<file path="config.mk">
export PLATFORM = sky130hd
export DESIGN_NAME = lfrsf_top
export DESIGN_NICKNAME = d
export VERILOG_FILES = /design/src/rtl/lfrsf_pkg.sv /design/src/rtl/lfrsf_bus_if.sv /design/src/rtl/lfrsf_decode.sv /design/src/rtl/lfrsf_top.sv
export SDC_FILE = /design/constraint.sdc
export NUM_CORES = 1
export LEC_CHECK = 0
export BUFFER_PORTS_ARGS = -buffer_cell sky130_fd_sc_hd__buf_2
export CORE_MARGIN = 10
export CORE_UTILIZATION = 55
export CTS_CLUSTER_DIAMETER = 30
export DETAILED_ROUTE_END_ITERATION = 16
export PLACE_DENSITY = 0.86
export SLEW_MARGIN = 10
export SYNTH_ARGS = -nofsm -noshare
export SYNTH_HDL_FRONTEND = slang
export SYNTH_SLANG_ARGS = --single-unit
export TNS_END_PERCENT = 1
</file>
<file path="constraint.sdc">
create_clock -name clock -period 3.6 [get_ports clock]
set_input_delay 0.72 -clock clock [delete_from_list [all_inputs] [get_ports clock]]
set_output_delay 0.72 -clock clock [all_outputs]
set_load 0.1 [all_outputs]
</file>
<file path="src/rtl/lfrsf_pkg.sv">
// Package: register map, field positions, reset values and timing for the status flag bank
package lfrsf_pkg;

  // ==========================================================================
  // Register map
  localparam logic [7:0] LFRSF_ADDR_STATUS      = 8'h24; // Status register, page 0
  localparam logic [7:0] LFRSF_ADDR_DATA        = 8'h25; // Received byte, page 0
  localparam logic [7:0] LFRSF_ADDR_CTRL        = 8'h30; // Mode and enable bits
  localparam logic [7:0] LFRSF_ADDR_IRQ_STATUS  = 8'h31; // Interrupt request view

  // ==========================================================================
  // Status field positions
  localparam int LFRSF_BIT_DRF  = 7;
  localparam int LFRSF_BIT_ERF  = 6;
  localparam int LFRSF_BIT_CDF  = 5;
  localparam int LFRSF_BIT_IDF  = 4;
  localparam int LFRSF_BIT_OVF  = 3;
  localparam int LFRSF_BIT_EOMF = 2;
  localparam int LFRSF_BIT_LOW_POWER_SNIFF_SELECT = 1;
  localparam int LFRSF_BIT_ACK  = 0;

  // Control field positions
  localparam int LFRSF_CTL_PAGE  = 0;
  localparam int LFRSF_CTL_CARM  = 1;
  localparam int LFRSF_CTL_TOGM  = 2;
  localparam int LFRSF_CTL_DRIE  = 3;
  localparam int LFRSF_CTL_ERIE  = 4;
  localparam int LFRSF_CTL_IDIE  = 5;
  localparam int LFRSF_CTL_CDIE  = 6;
  localparam int LFRSF_CTL_CCLSB = 8;  // Validation count, 4 bits

  // ==========================================================================
  // Reset values
  localparam logic [7:0]  LFRSF_STATUS_RST = 8'h02;
  localparam logic [11:0] LFRSF_CTRL_RST   = 12'h000;
  localparam logic [7:0]  LFRSF_DATA_RST   = 8'h00;
  localparam logic [3:0]  LFRSF_VCNT_RST   = 4'h0;

  // ==========================================================================
  // Timing: extra carrier-to-data transition delay in low power sniff
  localparam int LFRSF_CLK_MHZ      = 100;
  localparam int LFRSF_SNIFF_DLY_US = 200;
  localparam int LFRSF_SNIFF_DLY_CYC = LFRSF_SNIFF_DLY_US * LFRSF_CLK_MHZ;
  localparam logic [14:0] LFRSF_SNIFF_CNT_RST = 15'h0000;

  // Transition state machine
  typedef enum logic [2:0] {
    LFRSF_ST_CARRIER = 3'b001,
    LFRSF_ST_WAKE    = 3'b010,
    LFRSF_ST_DATA    = 3'b100
  } lfrsf_mode_t;

endpackage : lfrsf_pkg

</file>
<file path="src/rtl/lfrsf_bus_if.sv">
// Interface: register port between the flag bank and its bus decoder
interface lfrsf_bus_if;
  logic [7:0] addr;
  logic [7:0] wdata;
  logic       wr;
  logic       rd;
  logic       page;
  logic       hit_status;
  logic       hit_data;
  logic       hit_ctrl;
  logic       hit_irq;
  logic       wr_status;
  logic       rd_data;

  modport master (output addr, output wdata, output wr, output rd, output page,
                  input hit_status, input hit_data, input hit_ctrl, input hit_irq,
                  input wr_status, input rd_data);
  modport decoder (input addr, input wdata, input wr, input rd, input page,
                   output hit_status, output hit_data, output hit_ctrl, output hit_irq,
                   output wr_status, output rd_data);
endinterface : lfrsf_bus_if

</file>
<file path="src/rtl/lfrsf_decode.sv">
// Address decoder for the status flag bank register port
module lfrsf_decode
  import lfrsf_pkg::*;
(
  lfrsf_bus_if.decoder bus
);

  // ==========================================================================
  // Page-gated decode; page 1 hides the status and data registers
  assign bus.hit_status = (bus.addr == LFRSF_ADDR_STATUS) && !bus.page;
  assign bus.hit_data   = (bus.addr == LFRSF_ADDR_DATA) && !bus.page;
  assign bus.hit_ctrl   = (bus.addr == LFRSF_ADDR_CTRL);
  assign bus.hit_irq    = (bus.addr == LFRSF_ADDR_IRQ_STATUS);
  assign bus.wr_status  = bus.wr && bus.hit_status;
  assign bus.rd_data    = bus.rd && bus.hit_data;

endmodule : lfrsf_decode

</file>
<file path="src/rtl/lfrsf_top.sv">
// Status flag bank of the low-frequency wake-up receiver, with register port
//
// Function
// - Status register decodes at its address only while page select is zero.
// - Data-ready flag, bit 7, sets when a full byte is assembled.
// - Data-ready clears on data register read, acknowledge write or reset.
// - Receive-error flag, bit 6, sets on bad Manchester timing in data mode.
// - Bits received before an error are kept in the data buffer.
// - Enabled data-ready, error and ID flags request a CPU interrupt.
// - Carrier mode holds error, overrun and end-of-message flags at zero.
// - Carrier-detect flag, bit 5, sets when validation count is reached.
// - Validation counting is inactive while toggle mode is one.
// - ID-match flag, bit 4, sets on identifier match in data mode.
// - ID match flags and interrupts even with no data bits following.
// - Overrun flag, bit 3, sets when a new byte overwrites an unread one.
// - Overrun raises no interrupt of its own.
// - End-of-message flag, bit 2, sets on violation after a full byte.
// - End-of-message flag never requests an interrupt.
// - Bit 1 selects low power sniff, slower by 200 us; resets to one.
// - Writing one to acknowledge bit 0 clears all six flags.
// - Acknowledge self-clears next edge and always reads zero.
// - Writing zero to acknowledge does nothing; reset leaves it unchanged.
// - Reset clears six flags; reset value has only sniff bit set.
// - Interrupt request ignores the CPU global mask.
// - Carrier mode select zero means data mode, else carrier detect mode.
//
// Chosen here: the plain strobed port.
module lfrsf_top
  import lfrsf_pkg::*;
(
  // Clock and reset
  input  wire logic       clock,
  input  wire logic       rst_n,
  // Register port
  input  wire logic [7:0] reg_addr,
  input  wire logic [7:0] reg_wdata,
  input  wire logic       reg_wr,
  input  wire logic       reg_rd,
  output logic      [7:0] reg_rdata,
  // Receiver events, one-cycle pulses
  input  wire logic       ev_byte_done,
  input  wire logic [7:0] ev_byte,
  input  wire logic       ev_bit_error,
  input  wire logic [7:0] ev_partial_byte,
  input  wire logic       ev_id_match,
  input  wire logic       ev_eom_violation,
  input  wire logic       ev_carrier_valid,
  input  wire logic       ev_carrier_invalid,
  input  wire logic       ev_carrier_to_data,
  // Outputs to CPU and receiver
  output logic            irq_req,
  output logic            data_mode_ready,
  output logic            low_power_sniff_select,
  output logic            carrier_mode_select
);

  // ==========================================================================
  // Storage
  logic [7:0]  status_r,   status_nxt;
  logic [11:0] ctrl_r,     ctrl_nxt;
  logic [7:0]  data_r,     data_nxt;
  logic        unread_r,   unread_nxt;
  logic [3:0]  vcnt_r,     vcnt_nxt;
  logic [14:0] wake_cnt_r, wake_cnt_nxt;
  lfrsf_mode_t mode_r,     mode_nxt;
  logic [7:0]  rdata_r,    rdata_nxt;
  logic        irq_r,      irq_nxt;
  logic        ready_r,    ready_nxt;

  // ==========================================================================
  // Bus decode
  lfrsf_bus_if bus ();

  assign bus.addr  = reg_addr;
  assign bus.wdata = reg_wdata;
  assign bus.wr    = reg_wr;
  assign bus.rd    = reg_rd;
  assign bus.page  = ctrl_r[LFRSF_CTL_PAGE];

  lfrsf_decode u_decode (
    .bus (bus)
  );

  // ==========================================================================
  // Mode and qualifiers
  wire data_mode   = !ctrl_r[LFRSF_CTL_CARM];
  wire toggle_mode = ctrl_r[LFRSF_CTL_TOGM];
  wire [3:0] vcnt_target = ctrl_r[LFRSF_CTL_CCLSB +: 4];

  // Acknowledge is a pulse, never stored, so it always reads zero
  wire ack_wr = bus.wr_status && reg_wdata[LFRSF_BIT_ACK];

  // Validation count reached; target 0 treated as one validation
  function automatic logic count_hit(input logic [3:0] cnt, input logic [3:0] tgt);
    count_hit = ({1'b0, cnt} + 5'h01) >= ((tgt == 4'h0) ? 5'h01 : {1'b0, tgt});
  endfunction : count_hit

  wire cnt_active = !data_mode && !toggle_mode;
  wire cd_event   = cnt_active && ev_carrier_valid && count_hit(vcnt_r, vcnt_target);

  // Data-mode events; carrier mode blocks them entirely
  wire drf_set  = data_mode && (ev_byte_done || ev_bit_error && ev_partial_byte != 8'h00);
  wire erf_set  = data_mode && ev_bit_error;
  wire idf_set  = data_mode && ev_id_match;
  wire ovf_set  = data_mode && ev_byte_done && unread_r;
  wire eomf_set = data_mode && ev_eom_violation && unread_r;

  // ==========================================================================
  // Validation counter
  always_comb begin
    vcnt_nxt = vcnt_r;
    if (!cnt_active || ev_carrier_invalid) begin
      vcnt_nxt = LFRSF_VCNT_RST;
    end else if (ev_carrier_valid) begin
      vcnt_nxt = cd_event ? LFRSF_VCNT_RST : vcnt_r + 4'h1;
    end
  end

  // ==========================================================================
  // Status flags: set wins over acknowledge and data read
  always_comb begin
    status_nxt = status_r;
    if (ack_wr) begin
      status_nxt[7:2] = 6'h00;
    end
    if (bus.rd_data) begin
      status_nxt[LFRSF_BIT_DRF] = 1'b0;
    end
    if (bus.wr_status) begin
      status_nxt[LFRSF_BIT_LOW_POWER_SNIFF_SELECT] = reg_wdata[LFRSF_BIT_LOW_POWER_SNIFF_SELECT];
    end
    if (drf_set) begin
      status_nxt[LFRSF_BIT_DRF] = 1'b1;
    end
    if (erf_set) begin
      status_nxt[LFRSF_BIT_ERF] = 1'b1;
    end
    if (cd_event) begin
      status_nxt[LFRSF_BIT_CDF] = 1'b1;
    end
    if (idf_set) begin
      status_nxt[LFRSF_BIT_IDF] = 1'b1;
    end
    if (ovf_set) begin
      status_nxt[LFRSF_BIT_OVF] = 1'b1;
    end
    if (eomf_set) begin
      status_nxt[LFRSF_BIT_EOMF] = 1'b1;
    end
    if (!data_mode) begin
      status_nxt[LFRSF_BIT_ERF]  = 1'b0;
      status_nxt[LFRSF_BIT_OVF]  = 1'b0;
      status_nxt[LFRSF_BIT_EOMF] = 1'b0;
    end
    status_nxt[LFRSF_BIT_ACK] = 1'b0;
  end

  // ==========================================================================
  // Received byte buffer; partial bits before an error are kept
  always_comb begin
    data_nxt   = data_r;
    unread_nxt = unread_r;
    if (bus.rd_data) begin
      unread_nxt = 1'b0;
    end
    if (data_mode && ev_byte_done) begin
      data_nxt   = ev_byte;
      unread_nxt = 1'b1;
    end else if (erf_set && ev_partial_byte != 8'h00) begin
      data_nxt   = ev_partial_byte;
      unread_nxt = 1'b1;
    end
  end

  // ==========================================================================
  // Control register: page, modes, enables, validation count
  always_comb begin
    ctrl_nxt = ctrl_r;
    if (reg_wr && bus.hit_ctrl) begin
      ctrl_nxt[7:0] = reg_wdata;
    end
    if (reg_wr && reg_addr == LFRSF_ADDR_CTRL + 8'h02) begin
      ctrl_nxt[11:8] = reg_wdata[3:0];
    end
  end

  // ==========================================================================
  // Interrupt request: overrun and end-of-message have no enable
  wire irq_drf = status_nxt[LFRSF_BIT_DRF] && ctrl_nxt[LFRSF_CTL_DRIE];
  wire irq_erf = status_nxt[LFRSF_BIT_ERF] && ctrl_nxt[LFRSF_CTL_ERIE];
  wire irq_idf = status_nxt[LFRSF_BIT_IDF] && ctrl_nxt[LFRSF_CTL_IDIE];
  wire irq_cdf = status_nxt[LFRSF_BIT_CDF] && ctrl_nxt[LFRSF_CTL_CDIE];
  // No global mask term exists here, so the CPU mask cannot hide it
  assign irq_nxt = irq_drf || irq_erf || irq_idf || irq_cdf;

  // ==========================================================================
  // Carrier-to-data transition, delayed in low power sniff
  always_comb begin
    mode_nxt     = mode_r;
    wake_cnt_nxt = wake_cnt_r;
    ready_nxt    = 1'b0;
    case (mode_r)
      LFRSF_ST_CARRIER: begin
        if (ev_carrier_to_data) begin
          if (status_r[LFRSF_BIT_LOW_POWER_SNIFF_SELECT]) begin
            mode_nxt     = LFRSF_ST_WAKE;
            wake_cnt_nxt = LFRSF_SNIFF_DLY_CYC[14:0] - 15'h0001;
          end else begin
            mode_nxt  = LFRSF_ST_DATA;
            ready_nxt = 1'b1;
          end
        end
      end
      LFRSF_ST_WAKE: begin
        if (wake_cnt_r == 15'h0000) begin
          mode_nxt  = LFRSF_ST_DATA;
          ready_nxt = 1'b1;
        end else begin
          wake_cnt_nxt = wake_cnt_r - 15'h0001;
        end
      end
      LFRSF_ST_DATA: begin
        ready_nxt = 1'b1;
        if (!ev_carrier_to_data && !data_mode) begin
          mode_nxt  = LFRSF_ST_CARRIER;
          ready_nxt = 1'b0;
        end
      end
      default: begin
        mode_nxt = LFRSF_ST_CARRIER;
      end
    endcase
  end

  // ==========================================================================
  // Read mux; unmapped or page-hidden addresses return zero
  always_comb begin
    rdata_nxt = 8'h00;
    if (reg_rd) begin
      if (bus.hit_status) begin
        rdata_nxt = {status_r[7:1], 1'b0};
      end else if (bus.hit_data) begin
        rdata_nxt = data_r;
      end else if (bus.hit_ctrl) begin
        rdata_nxt = ctrl_r[7:0];
      end else if (reg_addr == LFRSF_ADDR_CTRL + 8'h02) begin
        rdata_nxt = {4'h0, ctrl_r[11:8]};
      end else if (bus.hit_irq) begin
        rdata_nxt = {7'h00, irq_r};
      end
    end
  end

  // ==========================================================================
  // State registers
  always_ff @(posedge clock) begin
    if (!rst_n) begin
      status_r   <= LFRSF_STATUS_RST;
      ctrl_r     <= LFRSF_CTRL_RST;
      data_r     <= LFRSF_DATA_RST;
      unread_r   <= 1'b0;
      vcnt_r     <= LFRSF_VCNT_RST;
      wake_cnt_r <= LFRSF_SNIFF_CNT_RST;
      mode_r     <= LFRSF_ST_CARRIER;
    end else begin
      status_r   <= status_nxt;
      ctrl_r     <= ctrl_nxt;
      data_r     <= data_nxt;
      unread_r   <= unread_nxt;
      vcnt_r     <= vcnt_nxt;
      wake_cnt_r <= wake_cnt_nxt;
      mode_r     <= mode_nxt;
    end
  end

  // Output registers
  always_ff @(posedge clock) begin
    if (!rst_n) begin
      rdata_r <= 8'h00;
      irq_r   <= 1'b0;
      ready_r <= 1'b0;
    end else begin
      rdata_r <= rdata_nxt;
      irq_r   <= irq_nxt;
      ready_r <= ready_nxt;
    end
  end

  assign reg_rdata              = rdata_r;
  assign irq_req                = irq_r;
  assign data_mode_ready        = ready_r;
  assign low_power_sniff_select = status_r[LFRSF_BIT_LOW_POWER_SNIFF_SELECT];
  assign carrier_mode_select    = ctrl_r[LFRSF_CTL_CARM];

endmodule : lfrsf_top

</file>
==> summary.md, run 1 <==
- **setup clock skew after layout** 0.00542 ns
- **Yosys cell types** 52
- **number of gates given a new drive strength after cts** 0
- **crit path cell chain** inv_1 > a31o_2 > ha_1 > nand2b_1 > a21o_1 > a211oi_1 > o21ai_0 > a221o_1
- **flop-to-flop setup slack** 1.13 ns
- **width of the chip** 93.4 um
- **share of synthesized area spent on multiplexers** 10.1%
- **highest-delay cell along the critical path** sky130_fd_sc_hd__a211oi_1
- **cells after synthesis** 337
- **number of max-cap violations** 0
- **gr usage total** 17.7%
- **FFs w/ async S/R, synth** 0%
- **final global-route overflow total** 0
- **number of DRC violations after detailed routing** 0
- **area growth from synthesis to layout** 15.6%
- **routed wire length per instance** 15.9 um
- **post-layout util** 66.2%
- **most area-hungry cell type in the Yosys netlist** sky130_fd_sc_hd__dfxtp_1
- **net count of the finished layout** 436
- **final estimated routing congestion in global placement** 0.850
- **vias in the first global route** 2750
- **clock tree from TritonCTS** done
- **final clock period utilization by the worst path** 68.6%
- **Root Driver** sky130_fd_sc_hd__clkbuf_8
- **largest net degree at the start of global routing** 37
- **proportion of netlist area held by the largest area contributor** 40.6%
- **first-pass GRT wire length** 12500 um
- **most area-consuming cells after synthesis** sky130_fd_sc_hd__dfxtp_1, sky130_fd_sc_hd__mux2i_1, sky130_fd_sc_hd__nor2_1, sky130_fd_sc_hd__a21oi_1, sky130_fd_sc_hd__a211oi_1
- **worst hold slack** 0.485 ns
- **leakage dissipation** 1.40 nW
- **kind of end point of the critical path** flip-flop
- **Post-Route Setup TNS** 0 ns
- **basic-gate share of the synthesized area counting and, or, nand and nor cells** 22.3%
- **I/O pin count** 55
- **family with the most delay on the worst path** compound AO/OA/AOI/OAI gates
- **IO Port Bufs** 54
- **Max Transition Viols Final** 0
- **flip-flop cell with the highest count after synthesis** sky130_fd_sc_hd__dfxtp_1
- **post-synthesis instance area** 2960 um^2
- **post-CTS setup buffer count** 0
- **Avg Cell Area, Syn** 8.79 um^2
- **compound-cell area share of the yosys netlist** 18.9%
- **result of the run** completed
- **XOR/XNOR share of the synthesized area** 1.77%
- **Slew headroom** 53.1%
- **path type of the worst setup path** flip-flop to flip-flop
- **final antenna diode count** 0
- **register area share after synthesis** 40.6%
- **Vert. Die Dim** 93.4 um
- **largest family of logic cells by synthesized area** simple AND/OR/NAND/NOR gates
- **critical path data required time** 3.83 ns
- **number of synthesized register bits** 60
- **first-pass iteration count of the detailed router** 4
- **Row Count** 26
- **RSZ-0062 raised after global routing** false
- **count of synthesis-stage warnings from yosys** 0
- **synthesized-area fraction occupied by adder cells** 2.53%
- **Worst Setup Slack, final** 1.13 ns
- **post-detailed-route via-to-cell ratio** 5.77
- **fraction of layout cells with a size suffix above 1** 21.5%
- **number of hold-slack violations in the final timing report** 0
- **total clock buffers created by CTS** 9
- **Floorplan Core Area** 5170 um^2
- **critical path fanouts, max** 5
- **Setup Slack @ Placement** 0.869 ns
- **number of vias after detailed routing** 2659
- **total power consumption of the routed design** 0.00145 W
- **number of failing setup endpoints in the final timing report** 0
- **slew at the pin with the worst max-slew slack** 0.702 ns
- **crit path launch type** flip-flop
- **Power Dens Cells** 422 nW/um^2
- **peak clock frequency supported by timing** 405 MHz
- **count of flip-flops with a built-in enable after synthesis** 0
- **worst supply voltage drop on vdd** 0.282 mV
- **Buffers & Inverters on Critical Path** 1
- **worst hold path class** flip-flop to flip-flop
- **Sinks on Clock Net** 60
- **WP data arrival** 2.70 ns
- **estimated wirelength of the detail-placed design** 5600 um
- **fill cell count** 421
- **wire length after detailed routing** 7350 um
- **synthesized netlist net count** 386
- **die outline area** 8720 um^2
- **Largest stage delay, worst path** 0.47 ns
- **initial drt markers** 123
- **Post-CTS Hold Buffers** 0
- **antenna violations before repair** 0
- **deepest level of the CTS H-tree** 3
- **post-layout minimum cycle time** 2.47 ns
- **source-to-sink clock delay at the later pin of the worst-skew pair** 0.34 ns
- **Bufs on Longest Clock Path** 2
- **count of antenna-violating nets left after detailed routing** 0
- **Clock Pin Slew Worst Setup and Hold Paths** 0.07 ns
- **initial standard-cell utilization of the core** 57.3%
-- sequential cells by signal (all words and copies together), names as in the netlist --
| name | flops |
|---|---|
| vcnt_r | 4 |
| mode_r | 3 |
| status_r | 7 |
| ctrl_r | 12 |
| wake_cnt_r | 15 |
| data_mode_ready | 1 |
| irq_req | 1 |
| reg_rdata | 8 |
| data_r | 8 |
| unread_r | 1 |
-- synth_stat cells (3+ instances only) --
cell type                  number
sky130_fd_sc_hd__clkbuf_1      11
sky130_fd_sc_hd__inv_1         11
sky130_fd_sc_hd__ha_1           6
sky130_fd_sc_hd__a311oi_1       4
sky130_fd_sc_hd__nand2b_1       6
sky130_fd_sc_hd__nand4_1        6
sky130_fd_sc_hd__a211oi_1      12
sky130_fd_sc_hd__a22oi_1       11
sky130_fd_sc_hd__buf_2          4
sky130_fd_sc_hd__or3_1          3
sky130_fd_sc_hd__or4_1          3
sky130_fd_sc_hd__mux2i_1       23
sky130_fd_sc_hd__a21oi_1       18
sky130_fd_sc_hd__nor2_1        47
sky130_fd_sc_hd__mux2_2         6
sky130_fd_sc_hd__o21a_1         3
sky130_fd_sc_hd__nor4_1         3
sky130_fd_sc_hd__a31o_2         4
sky130_fd_sc_hd__a31oi_1        3
sky130_fd_sc_hd__o21ai_0       10
sky130_fd_sc_hd__o211ai_1       5
sky130_fd_sc_hd__dfxtp_1       60
sky130_fd_sc_hd__xnor2_1        4
sky130_fd_sc_hd__and2_1         4
sky130_fd_sc_hd__nand3_1        6
sky130_fd_sc_hd__and3_1         3
sky130_fd_sc_hd__nand2_1       13
sky130_fd_sc_hd__nor3_1         9
sky130_fd_sc_hd__nor2b_1        9
-- logic make-up after synthesis --
group                    Yosys count
multiplexers                      29
buffers and inverters             29
adder cells (fa/ha/maj)            6
AND/OR/NAND/NOR                  125
flip-flops                        60
AO/OA/AOI/OAI                     82
XOR/XNOR                           6
-- area by class of cell --
cell class | instances | area (um^2) | share of cell area [%]
clock buffer | 10 | 128 | 3.73
clock inverter | 5 | 30.0 | 0.877
inverter | 12 | 45.0 | 1.32
multi-input combinational | 248 | 1650 | 48.1
sequential | 60 | 1200 | 35.1
tap | 70 | 87.6 | 2.56
timing repair buffer | 56 | 285 | 8.33
-- worst register-to-register path: stages (launching register included) --
cell and delay, ns:
sky130_fd_sc_hd__dfxtp_1 0.34, sky130_fd_sc_hd__inv_1 0.06, sky130_fd_sc_hd__a31o_2 0.24, sky130_fd_sc_hd__ha_1 0.26, sky130_fd_sc_hd__nand2b_1 0.14, sky130_fd_sc_hd__a21o_1 0.17, sky130_fd_sc_hd__a211oi_1 0.47, sky130_fd_sc_hd__o21ai_0 0.29
sky130_fd_sc_hd__a221o_1 0.37
-- routing by layer --
metal,GRT usage [%],vias to the layer above,wire length [um]
li1,-,1336,-
met1,19.8,1233,3150
met2,29.0,73,3600
met3,7.11,17,442
met4,7.46,0,157
met5,0,-,0
-- path summary, 6_finish.rpt --
kind	startpoint	to	cells past startpoint
max reg2reg	ctrl_r[10]$_SDFFE_PN0P_	irq_req$_SDFF_PN0_	8
max	ctrl_r[10]$_SDFFE_PN0P_	irq_req$_SDFF_PN0_	8
min	wake_cnt_r[14]$_SDFFE_PN0P_	wake_cnt_r[14]$_SDFFE_PN0P_	2
min reg2reg	wake_cnt_r[14]$_SDFFE_PN0P_	wake_cnt_r[14]$_SDFFE_PN0P_	2
-- per-stage QoR --
stage | cells | instance area, um^2
4_1_cts | 461 | 3420
3_3_place_gp | 446 | 3270
6_report | 461 | 3420
2_1_floorplan | 337 | 2960
3_5_place_dp | 446 | 3270
5_1_grt | 461 | 3420
-- power by group --
part	switching, W	internal, W	leakage, nW
registers	0.0000362	0.000698	0.491
logic	0.000119	0.0000909	0.831
clock network	0.000260	0.000242	0.0779
-- layout by cell type, fill, tap and decap left out, drive strengths merged, types with 2 or more instances in the layout --
cell type  instances
dfxtp             60
buf               56
nor2              47
mux2i             23
a21oi             18
nand2             13
a211oi            12
inv               11
a22oi             11
o21ai             10
nor3              10
clkbuf            10
nor2b              9
nand3              7
nand2b             6
nand4              6
mux2               6
ha                 6
o211ai             5
and2               5
xnor2              4
a31o               4
a311oi             4
clkinv             4
nor4               3
and3               3
a31oi              3
o21a               3
or4                3
or3                3
xor2               2
nor3b              2
a21o               2
nand4b             2
a221oi             2
o22ai              2
clkinvlp           2
nor4b              2
Note: power is estimated with default switching activity, not from simulation.
==> inputs of run 2 (changes only) <==
- ABC_AREA: unset -> 1
- CORE_UTILIZATION: 55 -> 50
- PLACE_DENSITY: 0.86 -> 0.82
- clock period: 3.6 -> 2.1 ns (I/O delays scaled with it)
==> run 2 against run 1 <==
Net effect:
- via count is 16% higher
- clock skew grew 0.0040 ns
- routed wire length rose by 6.7%
- count of clock-buffer cells in the layout decreased by 1
- sequential power is 69% higher
- fmax up 26%
- synthesized cell count is 29% higher
- flip-flop and latch count unchanged
- core utilization is 4.8 points lower
- power increased by 99%
==> summary.md, run 2 <==
- **result of the run** completed, unchanged
- **Bufs on Longest Clock Path** 2, unchanged
- **most frequent CP cell** sky130_fd_sc_hd__ha_1
- **clock power share** 40.9%, was 34.7%
- **setup clock skew after layout** 0.00944 ns, was 0.00542 ns
- **fill cell count** 538, was 421
- **FFs w/ async S/R, synth** 0%, unchanged
- **number of max-cap violations** 0, unchanged
- **count of flip-flops with a built-in enable after synthesis** 0, unchanged
- **Max Transition Viols Final** 0, unchanged
- **flip-flop count of the largest register after layout** 15, unchanged
- **final estimated routing congestion in global placement** 0.906, was 0.850
- **flip-flop cell with the highest count after synthesis** sky130_fd_sc_hd__dfxtp_1, unchanged
- **most area-hungry cell type in the Yosys netlist** sky130_fd_sc_hd__dfxtp_1, unchanged
- **Root Driver** sky130_fd_sc_hd__clkbuf_8, unchanged
- **most common library cell in the layout ignoring fill and taps** sky130_fd_sc_hd__nand2_1, was sky130_fd_sc_hd__dfxtp_1
- **IO Port Bufs** 54, unchanged
- **internal power of the cells** 0.00204 W, was 0.00103 W
- **Vert. Die Dim** 98.5 um, was 93.4 um
- **initial drt markers** 233, was 123
- **most area-consuming cells after synthesis** sky130_fd_sc_hd__dfxtp_1, sky130_fd_sc_hd__nand2_1, sky130_fd_sc_hd__a21oi_1, sky130_fd_sc_hd__inv_1, sky130_fd_sc_hd__nor2_1, was sky130_fd_sc_hd__dfxtp_1, sky130_fd_sc_hd__mux2i_1, sky130_fd_sc_hd__nor2_1, sky130_fd_sc_hd__a21oi_1, sky130_fd_sc_hd__a211oi_1
- **switching component of the power** 0.000836 W, was 0.000415 W
- **estimated wirelength of the detail-placed design** 6060 um, was 5600 um
- **post-CTS setup buffer count** 0, unchanged
- **leading cell types in the layout, fill and taps excluded** sky130_fd_sc_hd__nand2_1, sky130_fd_sc_hd__dfxtp_1, sky130_fd_sc_hd__buf_2, was sky130_fd_sc_hd__dfxtp_1, sky130_fd_sc_hd__buf_2, sky130_fd_sc_hd__nor2_1
- **critical path fanouts, max** 5, unchanged
- **critical path data required time** 2.38 ns, was 3.83 ns
- **crit path launch type** flip-flop, unchanged
- **Commonest cells post-synth** sky130_fd_sc_hd__nand2_1, sky130_fd_sc_hd__dfxtp_1, sky130_fd_sc_hd__inv_1, was sky130_fd_sc_hd__dfxtp_1, sky130_fd_sc_hd__nor2_1, sky130_fd_sc_hd__mux2i_1
- **path type of the worst setup path** flip-flop to flip-flop, unchanged
- **fraction of power consumed by sequential logic** 43.2%, was 50.8%
- **switching fraction of total power** 29.1%, was 28.7%
- **kind of end point of the critical path** flip-flop, unchanged
- **synthesized netlist net count** 484, was 386
- **cells after synthesis** 435, was 337
- **Power Dens Cells** 786 nW/um^2, was 422 nW/um^2
- **highest-delay cell along the critical path** sky130_fd_sc_hd__dfxtp_2, was sky130_fd_sc_hd__a211oi_1
- **width of the chip** 98.5 um, was 93.4 um
- **post-detailed-route via-to-cell ratio** 5.34, was 5.77
- **antenna violations before repair** 0, unchanged
- **number of synthesized register bits** 60, unchanged
- **proportion of netlist area held by the largest area contributor** 39.0%, was 40.6%
- **leakage dissipation** 1.68 nW, was 1.40 nW
- **count of synthesis-stage warnings from yosys** 0, unchanged
- **Slew headroom** 66.8%, was 53.1%
- **Floorplan Core Area** 5960 um^2, was 5170 um^2
- **Hold Path Depth** 3, was 2
- **Sinks on Clock Net** 60, unchanged
- **peak clock frequency supported by timing** 509 MHz, was 405 MHz
- **largest net degree at the start of global routing** 20, was 37
- **number of hold-slack violations in the final timing report** 0, unchanged
- **net count of the finished layout** 546, was 436
- **clock tree from TritonCTS** done, unchanged
- **post-layout minimum cycle time** 1.96 ns, was 2.47 ns
- **Clock Pin Slew Worst Setup and Hold Paths** 0.07 ns, about the same
- **final clock period utilization by the worst path** 93.6%, was 68.6%
- **first-pass iteration count of the detailed router** 5, was 4
- **die outline area** 9710 um^2, was 8720 um^2
- **Worst Setup Slack, final** 0.135 ns, was 1.13 ns
- **register area share after synthesis** 39.0%, was 40.6%
- **worst supply voltage drop on vdd** 0.398 mV, was 0.282 mV
- **final antenna diode count** 0, unchanged
- **RSZ-0062 raised after global routing** false, unchanged
- **depth of the most critical reg-to-reg path** 9, was 8
- **I/O pin count** 55, unchanged
- **vias in the first global route** 2873, was 2750
- **number of failing setup endpoints in the final timing report** 0, unchanged
- **number of DRC violations after detailed routing** 0, unchanged
- **worst hold path class** input port to flip-flop, was flip-flop to flip-flop
- **slew at the pin with the worst max-slew slack** 0.498 ns, was 0.702 ns
- **Setup Slack @ Placement** 0.114 ns, was 0.869 ns
- **leading registers by flop count** wake_cnt_r x15, ctrl_r x12, unchanged
- **crit path cell chain** ha_1 > xor2_1 > ha_1 > a21o_1 > nand3_1 > nand4_1 > a21oi_2 > o21ai_0 > nor2_1, was inv_1 > a31o_2 > ha_1 > nand2b_1 > a21o_1 > a211oi_1 > o21ai_0 > a221o_1
- **Post-Route Setup TNS** 0 ns, unchanged
- **Largest stage delay, worst path** 0.35 ns, was 0.47 ns
- **number of vias after detailed routing** 3084, was 2659
- **deepest level of the CTS H-tree** 3, unchanged
- **most flop-heavy register** wake_cnt_r, unchanged
- **Yosys cell types** 46, was 52
- **Avg Cell Area, Syn** 7.09 um^2, was 8.79 um^2
- **gr usage total** 16.0%, was 17.7%
- **area growth from synthesis to layout** 18.7%, was 15.6%
- **filler-free cell count of the finished design** 577, was 461
- **routed wire length per instance** 13.6 um, was 15.9 um
- **fraction of layout cells with a size suffix above 1** 20.9%, was 21.5%
- **initial standard-cell utilization of the core** 51.8%, was 57.3%
- **post-synthesis instance area** 3080 um^2, was 2960 um^2
- **relative contribution of combinational cells to total power** 15.9%, was 14.5%
- **count of antenna-violating nets left after detailed routing** 0, unchanged
- **total instance count after detailed placement** 561, was 446
- **final global-route overflow total** 0, unchanged
- **wire length after detailed routing** 7840 um, was 7350 um
- **post-layout util** 61.4%, was 66.2%
- **most frequent cell after synthesis** sky130_fd_sc_hd__nand2_1, was sky130_fd_sc_hd__dfxtp_1
- **total clock buffers created by CTS** 9, unchanged
- **first-pass GRT wire length** 12900 um, was 12500 um
- **WP data arrival** 2.24 ns, was 2.70 ns
- **source-to-sink clock delay at the later pin of the worst-skew pair** 0.35 ns, was 0.34 ns
- **Row Count** 28, was 26
[run 2: worst paths after layout]
kind	from	end	slack, ns
min	ev_eom_violation	status_r[2]$_SDFFE_PP0P_	0.34
max	vcnt_r[0]$_SDFFE_PP0P_	vcnt_r[0]$_SDFFE_PP0P_	0.14
min reg2reg	data_r[0]$_SDFFE_PN0P_	data_r[0]$_SDFFE_PN0P_	0.46
max reg2reg	vcnt_r[0]$_SDFFE_PP0P_	vcnt_r[0]$_SDFFE_PP0P_	0.14
[run 2: repair_timing]
item | CTS | global route
hold buffers | 0 | 0
endpoints found under the setup margin | 0 | 4
resized for setup | 0 | 2
[run 2: kinds of logic after synthesis]
kind of cell	Yosys count	synth area share, %
AOI/OAI and AO/OA	97	18.1
xor gates and xnor gates	9	2.56
adders and majority gates	6	2.44
buffers and inverters	65	8.60
DFF	60	39.0
and+or+nand+nor	198	29.4
[run 2: stage by stage]
stage / instance area (um^2) / hold WS [ns] / total power (W)
detailed placement: 3430 / 0.446 / 0.00172
floorplan: 3080 / 0.424 / 0.00160
CTS: 3650 / 0.336 / 0.00288
global placement: 3430 / 0.443 / 0.00170
finish: 3660 / 0.340 / 0.00288
global route: 3660 / 0.358 / 0.00300
[run 2: power groups by stage]
| stage | Clock, W | Combinational, W | Sequential [W] |
|---|---|---|---|
| detailed placement | 0 | 0.000450 | 0.00127 |
| global placement | 0 | 0.000440 | 0.00126 |
| global route | 0.00123 | 0.000520 | 0.00125 |
| CTS | 0.00118 | 0.000455 | 0.00124 |
| finish | 0.00118 | 0.000457 | 0.00124 |
| floorplan | 0 | 0.000340 | 0.00126 |
[run 2: cell type report]
| cell class | count | area (um^2) | share of cell area (%) |
|---|---|---|---|
| Sequential cell | 60 | 1200 | 32.9 |
| Inverter | 58 | 219 | 5.98 |
| Timing Repair Buffer | 58 | 300 | 8.21 |
| Clock inverter | 7 | 98.8 | 2.70 |
| Clock buffer | 9 | 124 | 3.39 |
| Multi-Input combinational cell | 310 | 1620 | 44.3 |
| Tap cell | 75 | 93.8 | 2.56 |
[run 2: critical path, delay by kind of cell, from the launching register on]
kind	cells	cell delay, ns
and+or+nand+nor	3	0.32
xor gates and xnor gates	1	0.16
DFF	1	0.35
adders and majority gates	2	0.56
AOI/OAI and AO/OA	3	0.50
[run 2: layer usage]
| metal | track usage (%) | vias up | part of all wire, % |
|---|---|---|---|
| met5 | 0 | - | 0 |
| li1 | - | 1562 | - |
| met3 | 3.70 | 17 | 6.7 |
| met4 | 8.05 | 0 | 2.5 |
| met2 | 25.2 | 117 | 45 |
| met1 | 19.9 | 1388 | 46 |
